<file path="src/logic/amfs_pkg.sv">
// Package: constants and types for the amplifier mode and fault sequencer
package amfs_pkg;
    // Clock rate
    localparam int unsigned CLK_HZ = 25000000;
    // Restart delay after a cleared shutdown fault or current limit trip
    localparam int unsigned RESTART_MS = 100;
    localparam int unsigned RESTART_CYC = CLK_HZ / 1000 * RESTART_MS;
    // Mute hold for coupling capacitor charge
    localparam int unsigned MUTE_HOLD_MS = 100;
    localparam int unsigned MUTE_HOLD_CYC = CLK_HZ / 1000 * MUTE_HOLD_MS;
    // Current limit time constant tau
    localparam int unsigned TAU_US = 1000;
    localparam int unsigned TAU_CYC = CLK_HZ / 1000000 * TAU_US;
    // Carrier defaults: 345 kHz with 30 kohm resistor
    localparam int unsigned CARRIER_HZ = 345000;
    localparam int unsigned CARRIER_HALF_CYC = CLK_HZ / (2 * CARRIER_HZ);
    // Widths
    localparam int unsigned CNT_W = 24;
    localparam int unsigned BIAS_W = 8;
    localparam int unsigned GAIN_W = 8;
    // Reset values
    localparam logic [BIAS_W-1:0] BIAS_RST = 8'h00;
    localparam logic [GAIN_W-1:0] GAIN_FULL = 8'hFF;
    // Gain at foldback point: 6 dB down is half scale
    localparam logic [GAIN_W-1:0] GAIN_FOLD = 8'h80;
    // Mode input levels
    typedef enum logic [1:0] {
        AMFS_MODE_STANDBY,
        AMFS_MODE_MUTE,
        AMFS_MODE_OPERATE
    } amfs_mode_t;
    // Sequencer states
    typedef enum logic [2:0] {
        AMFS_ST_STANDBY,
        AMFS_ST_CHECK,
        AMFS_ST_MUTE_HOLD,
        AMFS_ST_RUN,
        AMFS_ST_SHUTDOWN,
        AMFS_ST_RESTART
    } amfs_state_t;
endpackage

</file>
<file path="src/logic/amfs_sequencer.sv">
// Mode and fault sequencer for a two channel class-D amplifier
`timescale 1ns/10ps
`default_nettype none
module amfs_sequencer #(
    parameter int unsigned RESTART_CYCLES = amfs_pkg::RESTART_CYC,
    parameter int unsigned MUTE_CYCLES = amfs_pkg::MUTE_HOLD_CYC,
    parameter int unsigned TAU_CYCLES = amfs_pkg::TAU_CYC,
    parameter int unsigned CARRIER_HALF = amfs_pkg::CARRIER_HALF_CYC
) (
    // Clock and reset
    input wire logic REF_CLK,
    input wire logic RST_N,
    // Mode input from the controller, already quantised
    input wire amfs_pkg::amfs_mode_t MODE_LEVEL,
    // Optional external switching clock
    input wire logic EXT_CLK_SEL,
    input wire logic EXT_CLK,
    // Fault detectors (asynchronous)
    input wire logic TEMP_FOLD,
    input wire logic TEMP_SHUTDOWN,
    input wire logic CURRENT_LIMIT,
    input wire logic LOAD_SHORT,
    input wire logic RAIL_SHORT,
    input wire logic SUPPLY_LOW,
    input wire logic SUPPLY_HIGH,
    input wire logic SUPPLY_IMBALANCE,
    // Outputs
    output logic POWER_STAGE_EN,
    output logic SWITCH_EN,
    output logic CARRIER,
    output logic [amfs_pkg::BIAS_W-1:0] VI_BIAS,
    output logic [amfs_pkg::GAIN_W-1:0] GAIN,
    output logic FAULT_REPORT,
    output logic STANDBY_OUT
);
    import amfs_pkg::*;

    // ----------------------------------------------------------
    // Input synchronisers
    // ----------------------------------------------------------
    localparam int NSYNC = 9;
    logic [NSYNC-1:0] raw_in;
    logic [NSYNC-1:0] s1_reg, s2_reg, s3_reg, filt_reg, filt_next;
    assign raw_in = {EXT_CLK, TEMP_FOLD, TEMP_SHUTDOWN, CURRENT_LIMIT,
                     LOAD_SHORT, RAIL_SHORT, SUPPLY_LOW, SUPPLY_HIGH,
                     SUPPLY_IMBALANCE};

    // Accept a change once stages two and three agree
    always_comb begin
        filt_next = filt_reg;
        for (int i = 0; i < NSYNC; i++) begin
            if (s2_reg[i] == s3_reg[i]) begin
                filt_next[i] = s2_reg[i];
            end
        end
    end

    // Three flop chain per input
    always_ff @(posedge REF_CLK or negedge RST_N) begin
        if (!RST_N) begin
            s1_reg <= '0;
            s2_reg <= '0;
            s3_reg <= '0;
            filt_reg <= '0;
        end else begin
            s1_reg <= raw_in;
            s2_reg <= s1_reg;
            s3_reg <= s2_reg;
            filt_reg <= filt_next;
        end
    end

    logic ext_clk_s, fold_s, otp_s, ilim_s, lshort_s, rshort_s;
    logic uv_s, ov_s, ub_s, supply_bad;
    assign {ext_clk_s, fold_s, otp_s, ilim_s, lshort_s, rshort_s,
            uv_s, ov_s, ub_s} = filt_reg;
    assign supply_bad = uv_s | ov_s | ub_s;

    // ----------------------------------------------------------
    // Carrier generation
    // ----------------------------------------------------------
    logic [CNT_W-1:0] osc_cnt_reg, osc_cnt_next;
    logic carrier_reg, carrier_next, ext_prev_reg, ext_prev_next;
    logic car_out_reg, car_out_next;

    // divide by two: carrier toggles on each rising ext edge
    // duty free: only rising edges are used
    // internal: half period count sets 345 kHz
    always_comb begin
        osc_cnt_next = osc_cnt_reg;
        carrier_next = carrier_reg;
        ext_prev_next = ext_clk_s;
        if (EXT_CLK_SEL) begin
            osc_cnt_next = '0;
            if (ext_clk_s && !ext_prev_reg) begin
                carrier_next = !carrier_reg;
            end
        end else if (osc_cnt_reg >= CNT_W'(CARRIER_HALF - 1)) begin
            osc_cnt_next = '0;
            carrier_next = !carrier_reg;
        end else begin
            osc_cnt_next = osc_cnt_reg + 1'b1;
        end
    end

    // Carrier registers
    always_ff @(posedge REF_CLK or negedge RST_N) begin
        if (!RST_N) begin
            osc_cnt_reg <= '0;
            carrier_reg <= 1'b0;
            ext_prev_reg <= 1'b0;
        end else begin
            osc_cnt_reg <= osc_cnt_next;
            carrier_reg <= carrier_next;
            ext_prev_reg <= ext_prev_next;
        end
    end

    // ----------------------------------------------------------
    // Sequencer
    // ----------------------------------------------------------
    amfs_state_t st_reg, st_next;
    logic [CNT_W-1:0] tmr_reg, tmr_next;
    logic [CNT_W-1:0] tau_reg, tau_next;
    logic ocp_trip_reg, ocp_trip_next;
    logic [BIAS_W-1:0] bias_reg, bias_next;
    logic [GAIN_W-1:0] gain_reg, gain_next;
    logic pwr_reg, pwr_next, sw_reg, sw_next, flt_reg, flt_next;
    logic sb_reg, sb_next;
    logic hard_fault;

    // load short, overtemp, supply: full shutdown causes
    assign hard_fault = otp_s | supply_bad | lshort_s;

    always_comb begin
        st_next = st_reg;
        tmr_next = tmr_reg;
        tau_next = '0;
        ocp_trip_next = ocp_trip_reg;
        bias_next = bias_reg;
        gain_next = gain_reg;
        case (st_reg)
            AMFS_ST_STANDBY: begin
                bias_next = BIAS_RST;
                if (MODE_LEVEL != AMFS_MODE_STANDBY) begin
                    st_next = AMFS_ST_CHECK;
                end
            end
            // power stages stay off while checking
            AMFS_ST_CHECK: begin
                tmr_next = '0;
                if (MODE_LEVEL == AMFS_MODE_STANDBY) begin
                    st_next = AMFS_ST_STANDBY;
                end else if (!rshort_s) begin
                    st_next = AMFS_ST_MUTE_HOLD;
                end
            end
            AMFS_ST_MUTE_HOLD: begin
                bias_next = BIAS_RST;
                tmr_next = tmr_reg + 1'b1;
                if (MODE_LEVEL == AMFS_MODE_STANDBY) begin
                    st_next = AMFS_ST_STANDBY;
                end else if (hard_fault) begin
                    st_next = AMFS_ST_SHUTDOWN;
                end else if (tmr_reg >= CNT_W'(MUTE_CYCLES - 1)) begin
                    st_next = AMFS_ST_RUN;
                end
            end
            AMFS_ST_RUN: begin
                // bias ramps one step per cycle: up to max in operate, down to zero in mute
                if (MODE_LEVEL == AMFS_MODE_OPERATE) begin
                    if (bias_reg != '1) begin
                        bias_next = bias_reg + 1'b1;
                    end
                end else if (bias_reg != '0) begin
                    bias_next = bias_reg - 1'b1;
                end
                if (ilim_s) begin
                    tau_next = tau_reg + 1'b1;
                end
                if (MODE_LEVEL == AMFS_MODE_STANDBY) begin
                    st_next = AMFS_ST_STANDBY;
                end else if (hard_fault ||
                             (ilim_s && tau_reg >= CNT_W'(TAU_CYCLES - 1)))
                begin
                    ocp_trip_next = ilim_s | lshort_s;
                    st_next = AMFS_ST_SHUTDOWN;
                end
            end
            // shared timer held at zero while a hard fault (overtemp, supply, load short) stands
            AMFS_ST_SHUTDOWN: begin
                bias_next = BIAS_RST;
                tmr_next = '0;
                if (!hard_fault) begin
                    st_next = AMFS_ST_RESTART;
                end
            end
            AMFS_ST_RESTART: begin
                tmr_next = tmr_reg + 1'b1;
                if (hard_fault) begin
                    st_next = AMFS_ST_SHUTDOWN;
                end else if (tmr_reg >= CNT_W'(RESTART_CYCLES - 1)) begin
                    ocp_trip_next = 1'b0;
                    st_next = AMFS_ST_CHECK;
                end
            end
            default: begin
                st_next = AMFS_ST_STANDBY;
            end
        endcase
        if (fold_s) begin
            gain_next = (gain_reg > GAIN_FOLD) ? gain_reg - 1'b1 : GAIN_FOLD;
        end else if (gain_reg != GAIN_FULL) begin
            gain_next = gain_reg + 1'b1;
        end
    end

    // Output decode from next state
    always_comb begin
        pwr_next = (st_next == AMFS_ST_MUTE_HOLD) || (st_next == AMFS_ST_RUN);
        sw_next = pwr_next;
        sb_next = (st_next == AMFS_ST_STANDBY);
        // fault pin shows limiting and guard trip
        flt_next = ilim_s | ocp_trip_next;
        // Carrier pin gated by the switch enable, registered
        car_out_next = carrier_next & sw_next;
    end

    // Sequencer registers
    always_ff @(posedge REF_CLK or negedge RST_N) begin
        if (!RST_N) begin
            st_reg <= AMFS_ST_STANDBY;
            tmr_reg <= '0;
            tau_reg <= '0;
            ocp_trip_reg <= 1'b0;
            bias_reg <= BIAS_RST;
            gain_reg <= GAIN_FULL;
            pwr_reg <= 1'b0;
            sw_reg <= 1'b0;
            flt_reg <= 1'b0;
            sb_reg <= 1'b1;
            car_out_reg <= 1'b0;
        end else begin
            st_reg <= st_next;
            tmr_reg <= tmr_next;
            tau_reg <= tau_next;
            ocp_trip_reg <= ocp_trip_next;
            bias_reg <= bias_next;
            gain_reg <= gain_next;
            pwr_reg <= pwr_next;
            sw_reg <= sw_next;
            flt_reg <= flt_next;
            sb_reg <= sb_next;
            car_out_reg <= car_out_next;
        end
    end

    assign POWER_STAGE_EN = pwr_reg;
    assign SWITCH_EN = sw_reg;
    assign CARRIER = car_out_reg;
    assign VI_BIAS = bias_reg;
    assign GAIN = gain_reg;
    assign FAULT_REPORT = flt_reg;
    assign STANDBY_OUT = sb_reg;
endmodule
`default_nettype wire

</file>
<file path="config.mk">
export PLATFORM = sky130hd
export DESIGN_NAME = amfs_sequencer
export DESIGN_NICKNAME = d
export VERILOG_FILES = /design/src/logic/amfs_pkg.sv /design/src/logic/amfs_sequencer.sv
export SDC_FILE = /design/constraint.sdc
export NUM_CORES = 1
export LEC_CHECK = 0
export BUFFER_PORTS_ARGS = -buffer_cell sky130_fd_sc_hd__buf_2
export CORE_MARGIN = 4
export CORE_UTILIZATION = 65
export DETAILED_ROUTE_END_ITERATION = 10
export HOLD_SLACK_MARGIN = 0.02
export MAX_ROUTING_LAYER = met4
export PLACE_DENSITY_LB_ADDON = 0.05
export SLEW_MARGIN = 0
export SYNTH_ARGS = -nofsm -noshare
export SYNTH_HDL_FRONTEND = slang
export SYNTH_SLANG_ARGS = --single-unit
</file>
<file path="constraint.sdc">
create_clock -name REF_CLK -period 2.99 [get_ports REF_CLK]
set_input_delay 0.1495 -clock REF_CLK [delete_from_list [all_inputs] [get_ports REF_CLK]]
set_output_delay 0.1495 -clock REF_CLK [all_outputs]
set_load 0.005 [all_outputs]
</file>
==> impl_metrics.ini <==
[die]
start_util_pct = 67.2
boundaryPins = 35
fp.coreArea_mm2 = 0.00881
die_w_um = 103
die_y_um = 103
die_area_mm2 = 0.0107
rows = 34

[yosys]
synth-edff-count = 0
yosysWarningCount = 0
synth_top_flop_cell = dfrtp_1
ys_types = 63
synth_top_area_share_pct = 52.9
syn-instance-count = 549
ys_seq_area_share_pct = 56.9
synth_seq_cells = 134
synth_area_leaders = dfrtp_1 (53%), dfstp_2 (4.0%), nor2_1 (3.7%)
synth_largest_area_cell = dfrtp_1
synth_area_mm2 = 0.00592
synth-async-reset-ratio_pct = 100
synth.avg_cell_area_um2 = 10.8

[critical_path]
critical_path.max_fanout = 18
worstPathRequired_ns = 3.39
startpoint_type = flip-flop
critPathKind = flip-flop to flip-flop
crit_path_top_delay_cell = o21ai_2
path_delay_family = compound AO/OA/AOI/OAI gates
cp.arrival_ns = 2.71
crit_buf_inv = 0
path_cells = nand2b_1, o21ai_2, nand2_1, or2_0, o211ai_1, o31ai_1
timing.critical_path.slowest_cell_delay_ns = 0.58
end_kind = flip-flop

[sta]
finalSetupViolCount = 0
tns_ns = 0
timing.slew.headroom_pct = 28.2
tightest_slew_ns = 1.08
final.period_utilization_pct = 77.5
slew_viol_final = 0
rsz0062_at_grt = no
finalHoldViolations = 0
skew_ns = 0.00862
period_minus_slack_ns = 2.32
max_freq_mhz = 431

[finish]
area_growth_syn_to_layout_pct = 17.2
final_cells = 741
antenna_cells = 0
drive_gt1_share_pct = 14.2
nNetsFinal = 648

[placement]
dp_hpwl_um = 7470
io_buffer_count = 34
gp_congestion = 0.861
dp_cells = 699

[drt]
wl_per_cell_um = 15.6
drt_iter0_markers = 248
dr.pass1.iters = 5
finalWirelength_um = 11600
drcViolationCount = 0
vias = 4341
ant_nets = 0
viasPerCell = 5.86

[power_and_ir_drop]
p_leak_uw = 0.00305
p_total_uw = 4790
power_density_mw_per_mm2 = 690
peakVddDrop_uv = 515

[clock_network]
root_buffer = clkbuf_8
cts_resized = 0
cts_tree = built
clkLatencyLatePin_ns = 0.52
cts_max_path_buffers = 2
numCtsBuffers = 17
cts_max_level = 4
cts_num_sinks = 134
clk_pin_slew_ns = 0.06

[global_routing]
overflow = 0
grt_antenna_before_repair = 0
grt_start_max_net_pins = 92
track_usage_pct = 25.1
grt_pass1_wl_um = 20200
grt_pass1_vias = 4240

[run]
maxCapViolations = 0

[hold_path]
hold_path.class = primary input to flip-flop

[outcome]
status = finished, final reports clean
-- per-layer routing --
layer / vias up / wire length [um] / GRT usage (%)
met4: 0 / 175 / 8.37
li1: 2087 / - / -
met1: 2110 / 5170 / 33.3
met3: 21 / 513 / 5.16
met2: 123 / 5710 / 38.9
met5: - / 0 / -
-- worst min-delay path: cells and delay by family --
kind / cells / cell delay, ns
AOI/OAI and AO/OA: 1 / 0.15
buffers and inverters: 1 / 0.11
and+or+nand+nor: 1 / 0.22
-- report_power, final --
| part | switching [uW] | internal [uW] |
|---|---|---|
| registers | 165 | 1980 |
| logic | 403 | 261 |
| clock network | 829 | 1150 |
-- cells in the mapped netlist (4+ instances only) --
library cell	instances
and4_1	5
mux2i_1	10
nand2b_1	4
nand2_1	48
nor3_1	13
nor4_1	14
xnor2_1	17
o21bai_1	4
a21oi_1	13
o31ai_1	5
o21ai_1	7
dfstp_2	9
clkbuf_1	8
nor2_1	58
maj3_1	9
and3_1	12
ha_1	12
a211o_1	4
xor2_1	21
inv_1	12
nand3_1	30
o211ai_1	7
a31oi_1	9
or3_1	4
nand4_1	11
o21ai_0	23
and2_1	5
dfrtp_1	125
-- cell families (layout without fill, tap and decap cells) --
| logic type | Yosys count | count (layout) | synth area share, % |
|---|---|---|---|
| compound gates | 92 | 92 | 10.3 |
| fa+ha+maj | 22 | 22 | 4.40 |
| xor+xnor | 38 | 38 | 5.63 |
| other cells | 1 | 18 | 0.0634 |
| buf+inv | 27 | 94 | 1.92 |
| simple gates | 225 | 225 | 19.1 |
| flops | 134 | 134 | 56.9 |
| mux | 10 | 10 | 1.69 |
-- layout make-up --
class	instances	area [um2]
sequential	134	3360
tap	108	135
timing repair buffer	49	313
multi-input combinational	405	2500
inverter	14	52.6
clock inverter	13	140
fill	560	1870
clock buffer	18	428
-- what timing repair did --
action / in CTS / in global routing
setup buffers: 0 / 0
hold endpoints to repair: 89 / 0
hold buffers: 11 / 0
-- worst paths after layout --
| check | start | to | slack [ns] | cells after the start |
|---|---|---|---|---|
| hold / removal | MODE_LEVEL[0] | SWITCH_EN | 0.16 | 3 |
| max in group asynchronous | RST_N | tau_reg[8] | 1.76 | 3 |
| hold reg to reg | s1_reg[5] | s2_reg[5] | 0.35 | 0 |
| min in group asynchronous | RST_N | VI_BIAS[7] | 0.38 | 2 |
| setup reg to reg | st_reg[0] | tmr_reg[11] | 0.67 | 6 |
| setup / recovery | st_reg[0] | tmr_reg[11] | 0.67 | 6 |
-- cell usage in the layout (no fill, tap or decap), types with 7 or more instances in the layout --
cell type	n
conb_1	18
buf_2	33
maj3_1	9
nor4_1	14
xnor2_1	17
o21ai_0	23
xor2_1	21
dlygate4sd3_1	11
o211ai_1	7
inv_1	12
dfrtp_1	125
mux2i_1	10
dfstp_2	9
nor3_1	13
clkbuf_16	16
a21oi_1	13
nand2_1	48
nand3_1	30
nor2_1	58
ha_1	12
and3_1	12
a31oi_1	9
nand4_1	11
o21ai_1	7
-- per-stage QoR --
stage	hold WS, ns	util [%]	worst slack (ns)	cell area [um2]
final	0.165	78.7	0.671	6930
after global placement	0.257	71.0	0.787	6260
after CTS	0.160	78.7	0.698	6930
after floorplan	-0.146	-	1.11	5980
after detailed placement	0.259	71.0	0.680	6260
after global routing	0.165	78.7	0.421	6930
Note: power is estimated with default switching activity, not from simulation.
